===== src/verilog/lio_pkg.sv =====
// constants, types and decode helpers of the legacy i/o decoder
// assumes one clock domain; every file names members as lio_pkg::name
package lio_pkg;

    // width of a decoded i/o address, bit 16 is the wrap bit
    localparam int IO_ADDR_W = 17;

    // fixed port bases and their don't-care (alias) bits
    localparam logic [15:0] OFS_DMA1 = 16'h0000;
    localparam logic [15:0] DC_DMA1 = 16'h001f;
    localparam logic [15:0] OFS_PIC = 16'h0020;
    localparam logic [15:0] DC_PIC = 16'h001d;
    localparam logic [15:0] OFS_TMR = 16'h0040;
    localparam logic [15:0] DC_TMR = 16'h0013;
    localparam logic [15:0] OFS_KBD_DATA = 16'h0060;
    localparam logic [15:0] OFS_KBD_ALIAS = 16'h0062;
    localparam logic [15:0] OFS_KBD_STAT = 16'h0064;
    localparam logic [15:0] OFS_NMI = 16'h0061;
    localparam logic [15:0] DC_NMI = 16'h0006;
    localparam logic [15:0] OFS_RTC = 16'h0070;
    localparam logic [15:0] DC_RTC = 16'h0007;
    localparam logic [2:0] RTC_XIDX_LOW = 3'h2;
    localparam logic [2:0] RTC_XDATA_LOW = 3'h3;

    // low nibble of the first dma controller ports
    localparam logic [3:0] SUB_CMDSTAT = 4'h8;
    localparam logic [3:0] SUB_SMASK = 4'ha;
    localparam logic [3:0] SUB_CLRPTR = 4'hc;
    localparam logic [3:0] SUB_MCLR = 4'hd;
    localparam logic [3:0] SUB_CLRMSK = 4'he;
    localparam logic [3:0] SUB_ALLMSK = 4'hf;

    // values after reset, and the mask value after a master clear
    localparam logic [7:0] RST_DMA_CMD = 8'h00;
    localparam logic [7:0] RST_DMA_STAT = 8'h00;
    localparam logic [3:0] RST_ALLMASK = 4'h1;
    localparam logic [3:0] SET_ALLMASK = 4'hf;
    localparam logic [7:0] RST_NMI = 8'h00;
    localparam logic [7:0] RST_RTC_XIDX = 8'h00;

    // claim timing, cycles after the address phase
    localparam logic [2:0] MED_DEVSEL_CYC = 3'h2;
    localparam logic [2:0] SUB_DEVSEL_CYC = 3'h4;

    typedef enum logic [4:0] {
        HIT_NONE = 5'h00, HIT_DMA_CH = 5'h01, HIT_DMA_CS = 5'h02, HIT_DMA_SMASK = 5'h03,
        HIT_DMA_CLRPTR = 5'h04, HIT_DMA_MCLR = 5'h05, HIT_DMA_CLRMSK = 5'h06,
        HIT_DMA_ALLMSK = 5'h07, HIT_DMA_OTHER = 5'h08, HIT_PIC = 5'h09, HIT_TMR = 5'h0a,
        HIT_KBD_DATA = 5'h0b, HIT_KBD_STAT = 5'h0c, HIT_NMI = 5'h0d, HIT_RTC = 5'h0e,
        HIT_RTC_X = 5'h0f, HIT_VAR = 5'h10
    } lio_hit_type;

    typedef enum logic [2:0] {
        ST_IDLE = 3'b000, ST_DECODE = 3'b001, ST_LOCAL = 3'b010,
        ST_EXTIO = 3'b011, ST_FINISH = 3'b100
    } lio_state_type;

    // address matches base where the don't-care bits are ignored
    function automatic logic inRange(input logic [15:0] a, input logic [15:0] base, input logic [15:0] dc);
        return ((a ^ base) & ~dc) == 16'h0000;
    endfunction

endpackage


===== src/verilog/lio_mem.sv =====
// small byte store for the dma channel address and count ports
// assumes one clock; contents have no reset value, read data is registered
`timescale 1ns/1ps
module lio_mem #(
    parameter int DATA_W = 8,
    parameter int ADDR_W = 4
) (
    // clock
    input wire logic core_clk,
    // write side
    input wire logic wrEn,
    input wire logic [ADDR_W-1:0] wrAddr,
    input wire logic [DATA_W-1:0] wrData,
    // read side
    input wire logic [ADDR_W-1:0] rdAddr,
    output logic [DATA_W-1:0] rdData_q
);

    logic [DATA_W-1:0] mem [2**ADDR_W];

    // no reset on purpose: these ports power up undefined
    always_ff @(posedge core_clk) begin
        if (wrEn) begin
            mem[wrAddr] <= wrData;
        end
        rdData_q <= mem[rdAddr];
    end

endmodule


===== src/verilog/lio_decode.sv =====
// fixed and variable range decode of one latched i/o address
// assumes a stable address; purely combinational
`timescale 1ns/1ps
module lio_decode #(
    parameter int VAR_SPAN_W = 4
) (
    // address and modes
    input wire logic [lio_pkg::IO_ADDR_W-1:0] ioAddr,
    input wire logic rtcIntEn,
    input wire logic rtcExtRamEn,
    input wire logic kbdCtrlFwdEn,
    input wire logic rtcXFwdEn,
    input wire logic [15:0] varBase,
    input wire logic varEn,
    // results
    output lio_pkg::lio_hit_type hit,
    output logic posHit,
    output logic fwdExtIo,
    output logic kbdDataAddr
);

    localparam logic [15:0] VAR_DC = 16'((32'h1 << VAR_SPAN_W) - 1);

    logic [15:0] a;
    logic low;
    logic dmaWin, picWin, tmrWin, nmiWin, rtcWin, rtcXSel, kbdStat, varHit;
    lio_pkg::lio_hit_type dmaHit;

    // wrapped locations never match a fixed port
    assign a = ioAddr[15:0];
    assign low = !ioAddr[16];
    assign dmaWin = low && lio_pkg::inRange(a, lio_pkg::OFS_DMA1, lio_pkg::DC_DMA1);
    assign picWin = low && lio_pkg::inRange(a, lio_pkg::OFS_PIC, lio_pkg::DC_PIC);
    assign tmrWin = low && lio_pkg::inRange(a, lio_pkg::OFS_TMR, lio_pkg::DC_TMR);
    assign nmiWin = low && lio_pkg::inRange(a, lio_pkg::OFS_NMI, lio_pkg::DC_NMI);
    assign kbdDataAddr = low && (a == lio_pkg::OFS_KBD_DATA || a == lio_pkg::OFS_KBD_ALIAS);
    assign kbdStat = low && a == lio_pkg::OFS_KBD_STAT;
    assign rtcWin = low && lio_pkg::inRange(a, lio_pkg::OFS_RTC, lio_pkg::DC_RTC);
    // extended ram steals the 072/073 aliases
    assign rtcXSel = rtcWin && rtcExtRamEn &&
        (a[2:0] == lio_pkg::RTC_XIDX_LOW || a[2:0] == lio_pkg::RTC_XDATA_LOW);
    assign varHit = low && varEn && lio_pkg::inRange(a, varBase, VAR_DC);

    // dma controller sub-port select
    assign dmaHit = !a[3] ? lio_pkg::HIT_DMA_CH :
        a[3:0] == lio_pkg::SUB_CMDSTAT ? lio_pkg::HIT_DMA_CS :
        a[3:0] == lio_pkg::SUB_SMASK ? lio_pkg::HIT_DMA_SMASK :
        a[3:0] == lio_pkg::SUB_CLRPTR ? lio_pkg::HIT_DMA_CLRPTR :
        a[3:0] == lio_pkg::SUB_MCLR ? lio_pkg::HIT_DMA_MCLR :
        a[3:0] == lio_pkg::SUB_CLRMSK ? lio_pkg::HIT_DMA_CLRMSK :
        a[3:0] == lio_pkg::SUB_ALLMSK ? lio_pkg::HIT_DMA_ALLMSK : lio_pkg::HIT_DMA_OTHER;

    // fixed ranges first, disabled ranges fall through
    assign hit = dmaWin ? dmaHit :
        picWin ? lio_pkg::HIT_PIC :
        tmrWin ? lio_pkg::HIT_TMR :
        nmiWin ? lio_pkg::HIT_NMI :
        (kbdDataAddr && kbdCtrlFwdEn) ? lio_pkg::HIT_KBD_DATA :
        (kbdStat && kbdCtrlFwdEn) ? lio_pkg::HIT_KBD_STAT :
        rtcXSel ? lio_pkg::HIT_RTC_X :
        (rtcWin && rtcIntEn) ? lio_pkg::HIT_RTC :
        varHit ? lio_pkg::HIT_VAR : lio_pkg::HIT_NONE;

    assign posHit = hit != lio_pkg::HIT_NONE;
    assign fwdExtIo = hit == lio_pkg::HIT_KBD_DATA || hit == lio_pkg::HIT_KBD_STAT ||
        (hit == lio_pkg::HIT_RTC_X && rtcXFwdEn) || hit == lio_pkg::HIT_VAR;

endmodule


===== src/verilog/lio_decoder.sv =====
// i/o cycle router and fixed-range claim logic of the bridge
// assumes requests synchronous to core_clk, one cycle in flight at a time
//
// Operation
// - broadcast non-config i/o, then claim it
// - decode 64k plus three wrapped bytes
// - addresses pass through without translation
// - writes complete only after target accepts
// - fixed ranges fixed, some individually disableable
// - variable range has programmable base, enable
// - fixed ranges claimed at medium timing
// - unlisted addresses claimed subtractively only if enabled
// - dma channel ports local, alias, undefined
// - dma command write, status read, zero reset
// - mask write-only, clears are data-less strobes
// - all-mask readable, writable, resets to one
// - timer ports with alias, never forwarded
// - keyboard data read clears expansion irqs
// - nmi register with odd aliases, zero reset
// - rtc index alias only without extended ram
// - rtc data alias stops with extended ram
// - extended rtc index, forwarded when enabled
// - external config accesses broadcast on pci
`timescale 1ns/1ps
module lio_decoder #(
    parameter int VAR_SPAN_W = 4
) (
    // clock and reset
    input wire logic core_clk,
    input wire logic rst_n,
    // cycle request from the internal bus
    input wire logic cycReq,
    input wire logic [15:0] cycAddr,
    input wire logic ioWrapAddrBit,
    input wire logic cycWrite,
    input wire logic [7:0] cycWdata,
    input wire logic cycIsCfg,
    input wire logic cycCfgInternal,
    // cycle completion
    output logic cycBusy,
    output logic cycDone,
    output logic cycClaimed,
    output logic [7:0] cycRdata,
    // external pci broadcast
    output logic extPciStart,
    output logic extPciCfg,
    output logic extPciWrite,
    output logic [lio_pkg::IO_ADDR_W-1:0] extPciAddr,
    input wire logic extPciClaim,
    // claim selects
    output logic posSel,
    output logic subSel,
    // extended i/o bus
    output logic extIoStb,
    input wire logic extIoAck,
    input wire logic [7:0] extIoRdata,
    // internal peripherals
    output logic periphStb,
    output lio_pkg::lio_hit_type periphHit,
    output logic [7:0] ioWdata,
    input wire logic [7:0] periphRdata,
    // first dma controller
    input wire logic [7:0] dmaStatusIn,
    output logic [7:0] dmaCmd,
    output logic [3:0] dmaMask,
    output logic dmaMasterClr,
    output logic dmaMaskStb,
    // nmi, keyboard, clock
    output logic [7:0] nmiCtl,
    output logic kbdIrqClr,
    output logic [7:0] rtcXIndex,
    // configuration
    input wire logic subtractiveEn,
    input wire logic rtcIntEn,
    input wire logic rtcExtRamEn,
    input wire logic kbdCtrlFwdEn,
    input wire logic rtcXFwdEn,
    input wire logic [15:0] varBase,
    input wire logic varEn
);

    lio_pkg::lio_state_type state_q, state_d;
    logic [2:0] cnt_q;
    logic [lio_pkg::IO_ADDR_W-1:0] addr_q;
    logic write_q, cfg_q, ptr_q;
    logic [7:0] wdata_q, rdata_q, dmaCmd_q, dmaStat_q, dmaStat_d, nmi_q, rtcX_q;
    logic [3:0] allMask_q, allMask_d, chBit;
    logic posSel_q, subSel_q, extStart_q, extIoStb_q, periphStb_q;
    logic kbdClr_q, mclr_q, maskStb_q;
    lio_pkg::lio_hit_type hit;
    logic posHit, fwdExtIo, kbdDataAddr;
    logic accept, goPos, goSub, wrNow, rdNow, inDecode;
    logic memWe, isPeriph, stClr;
    logic [7:0] memRd, localRd;

    lio_decode #(.VAR_SPAN_W(VAR_SPAN_W)) u_decode (
        .ioAddr(addr_q),
        .rtcIntEn(rtcIntEn),
        .rtcExtRamEn(rtcExtRamEn),
        .kbdCtrlFwdEn(kbdCtrlFwdEn),
        .rtcXFwdEn(rtcXFwdEn),
        .varBase(varBase),
        .varEn(varEn),
        .hit(hit),
        .posHit(posHit),
        .fwdExtIo(fwdExtIo),
        .kbdDataAddr(kbdDataAddr)
    );

    // channel bytes addressed by port and byte pointer
    lio_mem #(.DATA_W(8), .ADDR_W(4)) u_mem (
        .core_clk(core_clk),
        .wrEn(memWe),
        .wrAddr({addr_q[2:0], ptr_q}),
        .wrData(wdata_q),
        .rdAddr({addr_q[2:0], ptr_q}),
        .rdData_q(memRd)
    );

    // cycle events
    assign accept = state_q == lio_pkg::ST_IDLE && cycReq;
    assign inDecode = state_q == lio_pkg::ST_DECODE && !cfg_q;
    assign goPos = inDecode && posHit && cnt_q == lio_pkg::MED_DEVSEL_CYC - 3'h1;
    assign goSub = inDecode && !posHit && !extPciClaim && subtractiveEn &&
        cnt_q == lio_pkg::SUB_DEVSEL_CYC - 3'h1;
    assign wrNow = goPos && write_q;
    // status clears only once its value has gone into the answer
    assign rdNow = state_q == lio_pkg::ST_LOCAL && !write_q;
    assign memWe = wrNow && hit == lio_pkg::HIT_DMA_CH;
    assign isPeriph = hit == lio_pkg::HIT_PIC || hit == lio_pkg::HIT_TMR || hit == lio_pkg::HIT_RTC;
    assign stClr = rdNow && hit == lio_pkg::HIT_DMA_CS;

    // next state; internal config cycles finish at once, external ones wait out the window unclaimed
    always_comb begin
        state_d = state_q;
        case (state_q)
            lio_pkg::ST_IDLE: begin
                if (cycReq) begin
                    state_d = (cycIsCfg && cycCfgInternal) ? lio_pkg::ST_FINISH : lio_pkg::ST_DECODE;
                end
            end
            lio_pkg::ST_DECODE: begin
                if (goPos) begin
                    state_d = fwdExtIo ? lio_pkg::ST_EXTIO : lio_pkg::ST_LOCAL;
                end else if (goSub) begin
                    state_d = lio_pkg::ST_EXTIO;
                end else if ((extPciClaim && !posHit) || cnt_q == lio_pkg::SUB_DEVSEL_CYC - 3'h1) begin
                    state_d = lio_pkg::ST_FINISH;
                end
            end
            lio_pkg::ST_LOCAL: state_d = lio_pkg::ST_FINISH;
            lio_pkg::ST_EXTIO: begin
                if (extIoAck) begin
                    state_d = lio_pkg::ST_FINISH;
                end
            end
            lio_pkg::ST_FINISH: state_d = lio_pkg::ST_IDLE;
            default: state_d = lio_pkg::ST_IDLE;
        endcase
    end

    // state and decode window counter
    always_ff @(posedge core_clk) begin
        if (!rst_n) begin
            state_q <= lio_pkg::ST_IDLE;
            cnt_q <= 3'h0;
        end else begin
            state_q <= state_d;
            cnt_q <= (state_q == lio_pkg::ST_DECODE) ? cnt_q + 3'h1 : 3'h0;
        end
    end

    // latch the cycle untranslated, wrap bit on top
    always_ff @(posedge core_clk) begin
        if (!rst_n) begin
            addr_q <= 17'h00000;
            write_q <= 1'b0;
            cfg_q <= 1'b0;
            wdata_q <= 8'h00;
        end else if (accept) begin
            addr_q <= {ioWrapAddrBit, cycAddr};
            write_q <= cycWrite;
            cfg_q <= cycIsCfg;
            wdata_q <= cycWdata;
        end
    end

    // broadcast strobe; internal config registers never reach pci
    always_ff @(posedge core_clk) begin
        if (!rst_n) begin
            extStart_q <= 1'b0;
        end else begin
            extStart_q <= accept && !(cycIsCfg && cycCfgInternal);
        end
    end

    // target selects stay up until the cycle finishes
    always_ff @(posedge core_clk) begin
        if (!rst_n || state_q == lio_pkg::ST_FINISH) begin
            posSel_q <= 1'b0;
            subSel_q <= 1'b0;
        end else begin
            posSel_q <= posSel_q || goPos;
            subSel_q <= subSel_q || goSub;
        end
    end

    // one-cycle strobes toward the far targets
    always_ff @(posedge core_clk) begin
        if (!rst_n) begin
            extIoStb_q <= 1'b0;
            periphStb_q <= 1'b0;
            kbdClr_q <= 1'b0;
        end else begin
            extIoStb_q <= (goPos && fwdExtIo) || goSub;
            periphStb_q <= goPos && isPeriph;
            kbdClr_q <= inDecode && cnt_q == 3'h0 && !write_q && kbdDataAddr;
        end
    end

    // status is sticky: a new status bit beats the read clear
    assign dmaStat_d = ((stClr || mclr_q) ? lio_pkg::RST_DMA_STAT : dmaStat_q) | dmaStatusIn;

    // channel mask updates; write data of the clears is ignored
    assign chBit = 4'h1 << wdata_q[1:0];
    assign allMask_d = (wrNow && hit == lio_pkg::HIT_DMA_MCLR) ? lio_pkg::SET_ALLMASK :
        (wrNow && hit == lio_pkg::HIT_DMA_CLRMSK) ? 4'h0 :
        (wrNow && hit == lio_pkg::HIT_DMA_SMASK) ? ((allMask_q & ~chBit) | (wdata_q[2] ? chBit : 4'h0)) :
        (wrNow && hit == lio_pkg::HIT_DMA_ALLMSK) ? wdata_q[3:0] : allMask_q;

    // first dma controller state
    always_ff @(posedge core_clk) begin
        if (!rst_n) begin
            dmaCmd_q <= lio_pkg::RST_DMA_CMD;
            dmaStat_q <= lio_pkg::RST_DMA_STAT;
            allMask_q <= lio_pkg::RST_ALLMASK;
            ptr_q <= 1'b0;
            mclr_q <= 1'b0;
            maskStb_q <= 1'b0;
        end else begin
            dmaCmd_q <= (wrNow && hit == lio_pkg::HIT_DMA_CS) ? wdata_q : dmaCmd_q;
            dmaStat_q <= dmaStat_d;
            allMask_q <= allMask_d;
            mclr_q <= wrNow && hit == lio_pkg::HIT_DMA_MCLR;
            maskStb_q <= wrNow && hit == lio_pkg::HIT_DMA_SMASK;
            // pointer flips per channel byte, cleared by its port
            if (wrNow && (hit == lio_pkg::HIT_DMA_CLRPTR || hit == lio_pkg::HIT_DMA_MCLR)) begin
                ptr_q <= 1'b0;
            end else if (goPos && hit == lio_pkg::HIT_DMA_CH) begin
                ptr_q <= !ptr_q;
            end
        end
    end

    // nmi and extended clock index; stored even when forwarded, odd address is the data port
    always_ff @(posedge core_clk) begin
        if (!rst_n) begin
            nmi_q <= lio_pkg::RST_NMI;
            rtcX_q <= lio_pkg::RST_RTC_XIDX;
        end else begin
            nmi_q <= (wrNow && hit == lio_pkg::HIT_NMI) ? wdata_q : nmi_q;
            rtcX_q <= (wrNow && hit == lio_pkg::HIT_RTC_X && !addr_q[0]) ? wdata_q : rtcX_q;
        end
    end

    // local read data; write-only ports read as zero
    assign localRd = hit == lio_pkg::HIT_DMA_CH ? memRd :
        hit == lio_pkg::HIT_DMA_CS ? dmaStat_q :
        hit == lio_pkg::HIT_DMA_ALLMSK ? {4'h0, allMask_q} :
        hit == lio_pkg::HIT_NMI ? nmi_q :
        (hit == lio_pkg::HIT_RTC_X && !addr_q[0]) ? rtcX_q :
        isPeriph ? periphRdata : 8'h00;

    // answer data captured when the target completes; writes answer zero
    always_ff @(posedge core_clk) begin
        if (!rst_n || accept) begin
            rdata_q <= 8'h00;
        end else if (rdNow) begin
            rdata_q <= localRd;
        end else if (state_q == lio_pkg::ST_EXTIO && extIoAck && !write_q) begin
            rdata_q <= extIoRdata;
        end
    end

    // outputs
    assign cycBusy = state_q != lio_pkg::ST_IDLE;
    assign cycDone = state_q == lio_pkg::ST_FINISH;
    assign cycClaimed = posSel_q || subSel_q;
    assign cycRdata = rdata_q;
    assign extPciStart = extStart_q;
    assign extPciCfg = cfg_q;
    assign extPciWrite = write_q;
    assign extPciAddr = addr_q;
    assign posSel = posSel_q;
    assign subSel = subSel_q;
    assign extIoStb = extIoStb_q;
    assign periphStb = periphStb_q;
    assign periphHit = hit;
    assign ioWdata = wdata_q;
    assign dmaCmd = dmaCmd_q;
    assign dmaMask = allMask_q;
    assign dmaMasterClr = mclr_q;
    assign dmaMaskStb = maskStb_q;
    assign nmiCtl = nmi_q;
    assign kbdIrqClr = kbdClr_q;
    assign rtcXIndex = rtcX_q;

    oneSel_a: assert property (@(posedge core_clk) disable iff (!rst_n) !(posSel && subSel))
        else $error("both target selects high");
    posTime_a: assert property (@(posedge core_clk) disable iff (!rst_n)
        $rose(posSel) |-> $past(cnt_q) == 3'h1 && $past(posHit) && !$past(cfg_q))
        else $error("positive claim not at medium timing");
    subGate_a: assert property (@(posedge core_clk) disable iff (!rst_n)
        $rose(subSel) |-> $past(subtractiveEn) && !$past(posHit) && $past(cnt_q) == 3'h3)
        else $error("subtractive claim without mode or too early");
    noPost_a: assert property (@(posedge core_clk) disable iff (!rst_n)
        state_q == lio_pkg::ST_EXTIO && !extIoAck |=> !cycDone)
        else $error("forwarded cycle completed before target ack");
    addrPass_a: assert property (@(posedge core_clk) disable iff (!rst_n)
        accept ##1 extPciStart |-> extPciAddr == {$past(ioWrapAddrBit), $past(cycAddr)})
        else $error("broadcast address differs from request");
    cfgBcast_a: assert property (@(posedge core_clk) disable iff (!rst_n)
        accept && cycIsCfg && !cycCfgInternal |=> extPciStart && extPciCfg ##1 !extPciStart)
        else $error("external config access not broadcast");
    dmaLocal_a: assert property (@(posedge core_clk) disable iff (!rst_n)
        extIoStb |-> hit != lio_pkg::HIT_DMA_CH && hit != lio_pkg::HIT_TMR && hit != lio_pkg::HIT_NMI)
        else $error("never-forwarded port sent to expansion bus");
    kbdClr_a: assert property (@(posedge core_clk) disable iff (!rst_n)
        kbdIrqClr |-> !write_q && kbdDataAddr && !cfg_q ##1 !kbdIrqClr)
        else $error("keyboard irq clear without data read");
    maskRst_a: assert property (@(posedge core_clk)
        rst_n && $past(!rst_n) |-> dmaMask == 4'h1 && nmiCtl == 8'h00)
        else $error("mask or nmi reset value wrong");
    noWrap_a: assert property (@(posedge core_clk) disable iff (!rst_n)
        addr_q[16] |-> hit == lio_pkg::HIT_NONE)
        else $error("wrapped location decoded as fixed port");
    rdClr_a: assert property (@(posedge core_clk) disable iff (!rst_n)
        stClr |=> cycRdata == $past(dmaStat_q) && dmaStat_q == $past(dmaStatusIn))
        else $error("status read data or clear wrong");
    wrZero_a: assert property (@(posedge core_clk) disable iff (!rst_n)
        cycDone && write_q |-> cycRdata == 8'h00)
        else $error("write cycle returned read data");
    nmiHold_a: assert property (@(posedge core_clk) disable iff (!rst_n)
        !(wrNow && hit == lio_pkg::HIT_NMI) |=> $stable(nmiCtl))
        else $error("nmi register changed without a write");

endmodule


===== config.mk =====
export PLATFORM = sky130hd
export DESIGN_NAME = lio_decoder
export DESIGN_NICKNAME = d
export VERILOG_FILES = /design/src/verilog/lio_pkg.sv /design/src/verilog/lio_mem.sv /design/src/verilog/lio_decode.sv /design/src/verilog/lio_decoder.sv
export SDC_FILE = /design/constraint.sdc
export NUM_CORES = 1
export LEC_CHECK = 0
export BUFFER_PORTS_ARGS = -buffer_cell sky130_fd_sc_hd__buf_2
export CORE_UTILIZATION = 38
export CTS_CLUSTER_SIZE = 25
export DETAILED_ROUTE_END_ITERATION = 7
export GPL_TIMING_DRIVEN = 0
export PLACE_DENSITY_LB_ADDON = 0.2
export SLEW_MARGIN = 20
export SYNTH_ARGS = -nofsm -noshare
export SYNTH_HDL_FRONTEND = slang
export SYNTH_HIERARCHICAL = 1
export SYNTH_SLANG_ARGS = --single-unit

===== constraint.sdc =====
create_clock -name core_clk -period 3.9 [get_ports core_clk]
set_input_delay 0.39 -clock core_clk [delete_from_list [all_inputs] [get_ports core_clk]]
set_output_delay 0.39 -clock core_clk [all_outputs]
set_load 0.01 [all_outputs]

# == Word-level counts from Yosys, hierarchy flattened ==
# Memories as Yosys holds them, arrays and structs flattened. A register that Yosys moved wholly into a read port is not among the register bits.
# Index checks and enable logic that the tools add are counted.
# Widths: inputs -> output; s select.
# totals
register_bits,86
mem_bits_rw,128
input_bits,79
out_inout_bits,79
wordCells,200
memories,1
# op_classes
n_addsub,1
eq_ne,35
shifts,1
muxes,40
n_bitwise,10
n_reduce_logical,90
# mem_list
name,words,word_bits,rd,rd_clocked_by_memory_dff,wr,line,rtl
u_mem.mem,16,8,1,1,1,lio_mem.sv:19,logic [DATA_W-1:0] mem [2**ADDR_W];
# ops
op,n
$logic_not 16->1,6
$mux 5,15
$mux 8,9
$eq 16x7->1 const B,3
$logic_and 1x1->1,48
$eq 5x4->1 const B,7
$eq 4x4->1 const B,6
$mux 4,6
$eq 5x3->1 const B,4
$mux 3,6
$logic_or 1x1->1,16
$xor 16x16->16,1
$eq 3x2->1 const B,5
$pmux 3 s4,1
$eq 5x2->1 const B,2
$logic_not 1->1,9
$or 8x8->8,1
$eq 3x1->1 const B,2
$logic_not 3->1,2
$not 3->3,2
$reduce_bool 3->1,2
$eq 5x1->1 const B,1
$eq 5x5->1 const B,1
$reduce_bool 5->1,1
15 further kinds,21

# == Logic depth before layout (Yosys ltp) ==
# Gate-level depths: netlist (run 1).
# depth
depth_word,22
ltp_mapped,13
depth_no_buf,11

# == Modules after synthesis ==
# The synthesis (run 1) kept the hierarchy.
# by_module_without_submodules
module,n_inst,cells_each,area_each_um2,seq_area_each_um2
lio_mem,1,229,5147.4,4003.8
lio_decoder,1,482,4210.3,1721.7
lio_decode,1,63,437.9,0.0

# == Least setup slack after synthesis (run 1) ==
# No wires, ideal clock.
# synth_path
kind,reg2reg
start,"reg addr_q, in the netlist extPciAddr[0]"
end,"mem u_mem.mem[0][0], enable pin"
setup_time_ps,383
t_arrival_ps,3727
t_required_ps,3517
path_slack_ps,-210
stages_incl_launch_ff,13
n_path_buf,2
synth_period_minus_slack_ps,4110
path_cell_list,dfxtp_1 -> or3b_4 -> a2111oi_4 -> nor3_1 -> a21o_1 -> nand3_2 -> inv_1 -> buf_2 -> nor3_1 -> clkbuf_1 -> and3_1 -> or3b_2 -> nor3_1
# synth_between
elab_chain_cells,17
# synth_rtl
element,line,rtl
start: declaration,lio_decoder.sv:84,logic [lio_pkg::IO_ADDR_W-1:0] addr_q;
start signal: assignment,lio_decoder.sv:181,"addr_q <= {ioWrapAddrBit, cycAddr};"
$eq 3x2->1,lio_decode.sv:41,(a[2:0] == lio_pkg::RTC_XIDX_LOW || a[2:0] == lio_pkg::RTC_XDATA_LOW);
$logic_or 1x1->1,lio_decode.sv:41,
$logic_and 1x1->1,lio_decode.sv:40,assign rtcXSel = rtcWin && rtcExtRamEn &&
$mux 5,lio_decode.sv:60,rtcXSel ? lio_pkg::HIT_RTC_X :
$mux 5,lio_decode.sv:59,(kbdStat && kbdCtrlFwdEn) ? lio_pkg::HIT_KBD_STAT :
$mux 5,lio_decode.sv:58,(kbdDataAddr && kbdCtrlFwdEn) ? lio_pkg::HIT_KBD_DATA :
$mux 5,lio_decode.sv:57,nmiWin ? lio_pkg::HIT_NMI :
$mux 5,lio_decode.sv:56,tmrWin ? lio_pkg::HIT_TMR :
(+2 left out),--,
named net periphHit[4],lio_decoder.sv:59,"output lio_pkg::lio_hit_type periphHit,"
$reduce_bool 5->1,lio_decode.sv:64,assign posHit = hit != lio_pkg::HIT_NONE;
$logic_and 1x1->1 (2 in a row),lio_decoder.sv:123,assign goPos = inDecode && posHit && cnt_q == lio_pkg::MED_DEVSEL_CYC - 3'h1;
$logic_and 1x1->1,lio_decoder.sv:126,assign wrNow = goPos && write_q;
$logic_and 1x1->1 (*),lio_decoder.sv:129,assign memWe = wrNow && hit == lio_pkg::HIT_DMA_CH;
named net memWe,lio_decoder.sv:93,"logic memWe, isPeriph, stClr;"
$mux 1 (*),lio_mem.sv:23,if (wrEn) begin
$mux 1 (not written as such) (*),lio_mem.sv:24,mem[wrAddr] <= wrData;
end: declaration,lio_mem.sv:19,
# The timed path passes the listed nets; every way through them passes the cells marked *.

# == Worst setup path after layout (run 1) ==
# layout_path
start,"reg addr_q, in the netlist extPciAddr[0]"
end,"mem u_mem.mem[0][3], enable pin"
# layout_between
elab_chain_cells,17
# layout_rtl
element,line,rtl
$eq 3x2->1,lio_decode.sv:41,
$logic_or 1x1->1,lio_decode.sv:41,
$logic_and 1x1->1,lio_decode.sv:40,
$mux 5,lio_decode.sv:60,
$mux 5,lio_decode.sv:59,
$mux 5,lio_decode.sv:58,
$mux 5,lio_decode.sv:57,
$mux 5,lio_decode.sv:56,
$mux 5,lio_decode.sv:55,picWin ? lio_pkg::HIT_PIC :
$mux 5 (*),lio_decode.sv:54,assign hit = dmaWin ? dmaHit :
$reduce_bool 5->1,lio_decode.sv:64,
$logic_and 1x1->1 (2 in a row),lio_decoder.sv:123,
$logic_and 1x1->1,lio_decoder.sv:126,
$logic_and 1x1->1 (*),lio_decoder.sv:129,
named net memWe,lio_decoder.sv:93,
$mux 1 (*),lio_mem.sv:23,
$mux 1 (not written as such) (*),lio_mem.sv:24,
# Marked as above.

==> results.tsv, run 1 <==
stage	metric	value	unit
outcome	status	finished clean	
logic_synthesis	Synth Instances	774	
global_routing	initial antenna violation count	0	
finish	Nets	1046	
die	std cell rows	58	
detailed_routing	DR iter-0 viols	656	
global_routing	vias in the first global route	6974	
setup_path	most frequent CP cell	or3b_4	
global_routing	largest net degree at the start of global routing	23	
logic_synthesis	Post-Synth Simple-Gate Area	0.127	
placed_design	Placer Congestion	0.900	
clocking	clk buf depth	3	
timing	fmax	269	MHz
placed_design	hpwl dp	19000	um
timing	min Tclk post-route	3.72	ns
timing	Final setup viols	0	
detailed_routing	Via density	5.55	
detailed_routing	wire per inst	20.8	um
die	Die W	163	um
logic_synthesis	complex-gate fraction of the synthesized area	0.149	
logic_synthesis	most area-consuming cells after synthesis	edfxtp_1 39%, dfxtp_1 19%, mux4_2 4.1%	
timing	clock skew	0.0138	ns
finish	P&R area growth vs syn	23.4	%
worst_hold_path	hold-critical path depth	2	
pwr	power per cell area	465	nW/um^2
logic_synthesis	Netlist cell types	70	
detailed_routing	drt first pass iters	5	
timing	period utilization	0.954	
clocking	clk_lat worst skew	0.54	ns
logic_synthesis	top-count cell post-synth	edfxtp_1	
setup_path	Crit. End Element	flip-flop	
setup_path	crit start category	flip-flop	
setup_path	CP cell instances	or3b_4 -> a2111oi_4 -> nor3_1 -> a21o_1 -> nand3_2 -> inv_1 -> buf_2 -> nor3_2 -> buf_4 -> and3_2 -> or3b_4 -> nor3_4 -> buf_12	
logic_synthesis	number of synthesized flops with an enable pin	128	
logic_synthesis	Netlist Area Pre-Place	9800	um^2
timing	Final Hold Vio Count	0	
logic_synthesis	Avg Cell Area, Syn	12.7	um^2
die	initial core utilization	0.388	
detailed_routing	DR vias	7287	
pwr	post-layout power	0.00562	W
global_routing	gr usage total	0.203	
placed_design	PortBufs	153	
pwr	leakage	4.47	nW
timing	actual slew at the worst max-slew pin	0.918	ns
die	die area	26400	um^2
setup_path	Max stage delay on crit path	0.46	ns
logic_synthesis	Seq cells post-synth	222	
logic_synthesis	syn_nets	857	
setup_path	CP max-delay cell	or3b_4	
finish	Ant. Diodes	0	
clocking	Worst-path clk slew	0.06	ns
die	Ports	158	
setup_path	Worst EP arrival	3.97	ns
die	Die Ht	163	um
setup_path	peak fanout along the critical path	12	
setup_path	Worst R2R Path Depth	13	
setup_path	CP Buf/Inv Count	4	
timing	post-route setup TNS	0	ns
logic_synthesis	xor and xnor area share after synthesis	0.0125	
detailed_routing	antenna-violating nets left	0	
worst_hold_path	Hold WC Path Type	input port to flip-flop	
clocking	CTS H-tree depth	1	
global_routing	first-pass GRT wire length	40700	um
clocking	CTS Buf Count	25	
logic_synthesis	mux contribution to synthesized area	0.0789	
setup_path	WP depth	13	
die	core area	25300	um^2
detailed_routing	WL final	27300	um
logic_synthesis	Synth top cells by count	128 x edfxtp_1, 94 x dfxtp_1, 57 x a21oi_1, 39 x nor2_1, 33 x o21ai_0	
clocking	root buf cell	clkbuf_16	
finish	Final Cell Area	12100	um^2
finish	non-filler cells, final	1312	
logic_synthesis	Synth Flop Type	edfxtp_1	
setup_path	WS Path Type	flip-flop to flip-flop	
timing	Worst slew margin	0.387	
finish	share of cells above drive strength 1	0.307	
logic_synthesis	Seq/Total Area, Yosys	0.584	
global_routing	grt ovf	0	
job	max_cap viols	0	
logic_synthesis	FFs w/ async S/R, synth	0	
logic_synthesis	largest area contributor in the netlist	edfxtp_1	
clocking	TritonCTS clock tree	done	
detailed_routing	# DRC	0	
logic_synthesis	Synth top area share	0.392	
setup_path	CP required	4.15	ns
clocking	clock tree sinks	222	
setup_path	Crit path max-delay family	simple AND/OR/NAND/NOR gates	
logic_synthesis	post-synthesis adder-cell area fraction	0.00511	
placed_design	Placed Area	11000	um^2
pwr	maximum VDD drop	0.312	mV
timing	Pins Over Slew Limit	0	
logic_synthesis	Yosys Warn Count	6	
placed_design	dpl cells	1257	
logic_synthesis	largest family of logic cells by synthesized area	compound AO/OA/AOI/OAI gates	
clocking	CTS Hold Buffers Added	0	
## power breakdown
| part | switching, W | internal [W] | total, W |
|---|---|---|---|
| registers | 0.000128 | 0.00256 | 0.00269 |
| clock network | 0.000953 | 0.00132 | 0.00227 |
| logic | 0.000393 | 0.000266 | 0.000659 |
| total | 0.00147 | 0.00414 | 0.00562 |
## state kept, by name, indices dropped and copies added, names as in the netlist, 3 cells and up
signal and cells:
cnt_q 3, cycRdata 8, dmaCmd 8, dmaMask 4, dmaStat_q 8, extPciAddr 17, ioWdata 8, nmiCtl 8
rtcXIndex 8, state_q 3, u_mem/mem 128, u_mem/rdData_q 8
## cells by family after synthesis
family,Yosys count
xor+xnor,14
buf+inv,85
fa+ha+maj,4
compound gates,213
simple gates,204
flops,222
mux,32
## per-stage QoR
step                      worst slack, ns  utilization  hold WS (ns)
after detailed placement           -0.993        0.435         0.462
after global routing             -0.00682        0.478        0.0476
after CTS                          -0.124        0.472        0.0370
final                               0.178        0.478        0.0598
after floorplan                   0.00778            -         0.433
after global placement              -1.02        0.435         0.450
## path summary, 6_finish.rpt
check / start / endpoint / slack, ns
max reg2reg: extPciAddr[0] / u_mem/mem[0][3] / 0.18
min: cycWdata[5] / ioWdata[5] / 0.06
min reg2reg: cnt_q[0] / cnt_q[0] / 0.47
max: extPciAddr[0] / u_mem/mem[0][3] / 0.18
## cell type report
| class | instances | area (um^2) |
|---|---|---|
| multi-input combinational | 467 | 3790 |
| clock buffer | 33 | 689 |
| sequential | 222 | 5730 |
| buffer | 53 | 313 |
| fill | 2314 | 13200 |
| clock inverter | 13 | 113 |
| tap | 330 | 413 |
| timing repair buffer | 162 | 916 |
| inverter | 32 | 120 |
## what timing repair did
action	4_1_cts	5_1_grt
pin swaps	3	3
setup endpoints to repair	128	128
gates resized for setup	19	22
buffers inserted	4	5
## cell usage in the layout, fill, tap and decap left out, drive strengths merged, types with 4 or more instances in the layout
cell / n
nand3b: 12
clkinv: 7
dfxtp: 94
nor4b: 5
nand3: 33
o211ai: 9
nor2b: 7
xnor2: 9
or3b: 5
ha: 4
edfxtp: 128
a22o: 27
and2: 7
a311oi: 5
inv: 34
a211oi: 15
a22oi: 20
clkbuf: 53
o21ai: 35
nor3b: 7
mux4: 32
a21oi: 57
xor2: 5
a21o: 6
nand2: 26
nor2: 40
and3: 6
a31oi: 11
nor3: 13
buf: 192
o22ai: 7
nand4: 10
nand2b: 16
o221ai: 5
## routing by layer
layer  track usage  share of wire
met5             0              0
met4        0.0535          0.021
met3        0.0303          0.066
met2         0.320           0.46
met1         0.291           0.45
No activity file was read; power rests on OpenSTA's default activity.
==> run 2: changes to the inputs <==
--- a/config.mk
+++ b/config.mk
@@ -6,13 +6,15 @@
 export NUM_CORES = 1
 export LEC_CHECK = 0
 export BUFFER_PORTS_ARGS = -buffer_cell sky130_fd_sc_hd__buf_2
-export CORE_UTILIZATION = 38
+export CELL_PAD_IN_SITES_DETAIL_PLACEMENT = 2
+export CELL_PAD_IN_SITES_GLOBAL_PLACEMENT = 2
+export CORE_UTILIZATION = 34
 export CTS_CLUSTER_SIZE = 25
 export DETAILED_ROUTE_END_ITERATION = 7
 export GPL_TIMING_DRIVEN = 0
 export PLACE_DENSITY_LB_ADDON = 0.2
-export SLEW_MARGIN = 20
 export SYNTH_ARGS = -nofsm -noshare
 export SYNTH_HDL_FRONTEND = slang
 export SYNTH_HIERARCHICAL = 1
 export SYNTH_SLANG_ARGS = --single-unit
+export TNS_END_PERCENT = 20
==> run 2 against run 1 <==
Register-to-register slack got worse by 0.04 ns. Combinational power increased by 4.6%. Sequential share of layout area fell by 0.53 points. Die area increased by 12%. Critical endpoint is now u_mem/mem[0][5].
==> results.tsv, run 2 (synthesis results as in run 1) <==
stage	metric	value	unit
outcome	status	finished clean	
setup_path	worst setup path start	extPciAddr[0]	
setup_path	Crit. End Element	flip-flop	
die	Die W	172	um
placed_design	Placer Congestion	0.803	
finish	Largest register FFs	128	
finish	P&R area growth vs syn	24.9	%
global_routing	vias in the first global route	8076	
clocking	CTS Hold Buffers Added	0	
placed_design	dpl cells	1305	
timing	Fin Hold WS	0.0682	ns
finish	Final Cell Area	12200	um^2
clocking	clk_lat worst skew	0.53	ns
finish	Ant. Diodes	0	
timing	Worst slew margin	0.308	
clocking	root buf cell	clkbuf_16	
timing	fmax	266	MHz
finish	Nets	1049	
die	std cell rows	61	
clocking	clock tree sinks	222	
placed_design	Placed Area	11000	um^2
detailed_routing	DR vias	7540	
detailed_routing	antenna-violating nets left	0	
placed_design	hpwl dp	24000	um
setup_path	crit start category	flip-flop	
timing	Pins Over Slew Limit	0	
setup_path	Reg2Reg Launch Point	extPciAddr[0]	
pwr	maximum VDD drop	0.336	mV
timing	actual slew at the worst max-slew pin	1.04	ns
timing	period utilization	0.964	
finish	commonest non-fill, non-tap cell in the layout	buf_2	
die	core area	28100	um^2
timing	min Tclk post-route	3.76	ns
clocking	clk buf depth	3	
pwr	post-layout power	0.00581	W
die	die area	29500	um^2
finish	non-filler cells, final	1362	
pwr	power per cell area	475	nW/um^2
die	Ports	158	
detailed_routing	WL final	33900	um
timing	post-route setup TNS	0	ns
detailed_routing	# DRC	0	
timing	clock skew	0.00784	ns
global_routing	first-pass GRT wire length	50400	um
global_routing	grt ovf	0	
detailed_routing	drt first pass iters	4	
finish	share of cells above drive strength 1	0.310	
die	Die Ht	172	um
detailed_routing	DR iter-0 viols	480	
clocking	CTS H-tree depth	1	
setup_path	CP required	4.15	ns
setup_path	WS Path Type	flip-flop to flip-flop	
timing	Final Hold Vio Count	0	
job	max_cap viols	0	
global_routing	largest net degree at the start of global routing	23	
placed_design	PortBufs	153	
detailed_routing	wire per inst	24.9	um
global_routing	initial antenna violation count	1	
setup_path	peak fanout along the critical path	12	
clocking	CTS Buf Count	25	
worst_hold_path	hold_sp	dmaStatusIn[3]	
worst_hold_path	Hold WC Path Type	input port to flip-flop	
clocking	TritonCTS clock tree	done	
detailed_routing	Via density	5.54	
die	initial core utilization	0.349	
finish	Largest Register	u_mem/mem	
pwr	leakage	4.49	nW
clocking	Worst-path clk slew	0.06	ns
timing	Final setup viols	0	
finish	most frequent cells in the layout	169 x buf_2, 128 x edfxtp_1, 90 x dfxtp_1, 57 x a21oi_1, 33 x o21ai_0	
setup_path	Worst EP arrival	4.01	ns
global_routing	gr usage total	0.232	
## run 2: cell count changes in the layout (fill, tap and decap cells not counted), sizes merged
cell,change
buf,+1
bufinv,+3
clkbuf,-2
clkinvlp,+1
inv,-1
## run 2: path summary, 6_finish.rpt
kind	end	slack, ns	cells past startpoint
worst min register to register	dmaCmd[7]	0.48	2
worst max register to register	u_mem/mem[0][5]	0.14	12
worst max-delay path	u_mem/mem[0][5]	0.14	12
worst min-delay path	dmaStat_q[3]	0.07	3
## run 2: per-stage QoR
stage | utilization | worst slack (ns)
after CTS | 0.432 | -0.00292
after global routing | 0.435 | -0.0123
after detailed placement | 0.393 | -1.08
after floorplan | - | 0.00778
after global placement | 0.393 | -1.16
final | 0.435 | 0.141
## run 2: worst max-delay path, cell delays in order (launching register included)
cell and delay [ns]:
dfxtp_4 0.40, or3b_4 0.41, a2111oi_4 0.40, nor3_2 0.09
a21o_1 0.19, nand2_1 0.11, and4bb_4 0.28, and3_2 0.25
buf_4 0.20, and3_2 0.26, or3b_4 0.48, nor3_4 0.23
buf_12 0.16
## run 2: area by class of cell
cell class              count  area (um^2)
fillers                  2947        15900
flip-flops and latches    222         5740
multi-input cells         467         3810
repair buffers            165          938
clock buffers              29          641
well taps                 378          473
plain buffers              53          309
clock inverters            16          198
inverters                  32          120
## run 2: timing repair
| item | CTS | global route |
|---|---|---|
| setup endpoints to repair | 128 | 128 |
| pin swaps | 6 | 1 |
| buffers inserted | 9 | 3 |
| hold endpoints to repair | 0 | 0 |
| gates resized for setup | 35 | 14 |
## run 2: power by group
group          internal [W]  total (W)  switching, W
Sequential          0.00256    0.00270      0.000139
Clock               0.00145    0.00242      0.000975
Combinational      0.000270   0.000689      0.000420
Total               0.00427    0.00581       0.00153
## run 2: per-layer routing
layer,GRT usage,wire length [um],up-vias
met5,0,10,-
met4,0.0731,1010,2
met3,0.0324,1530,56
met2,0.385,16300,207
met1,0.312,15100,3888
li1,-,-,3387
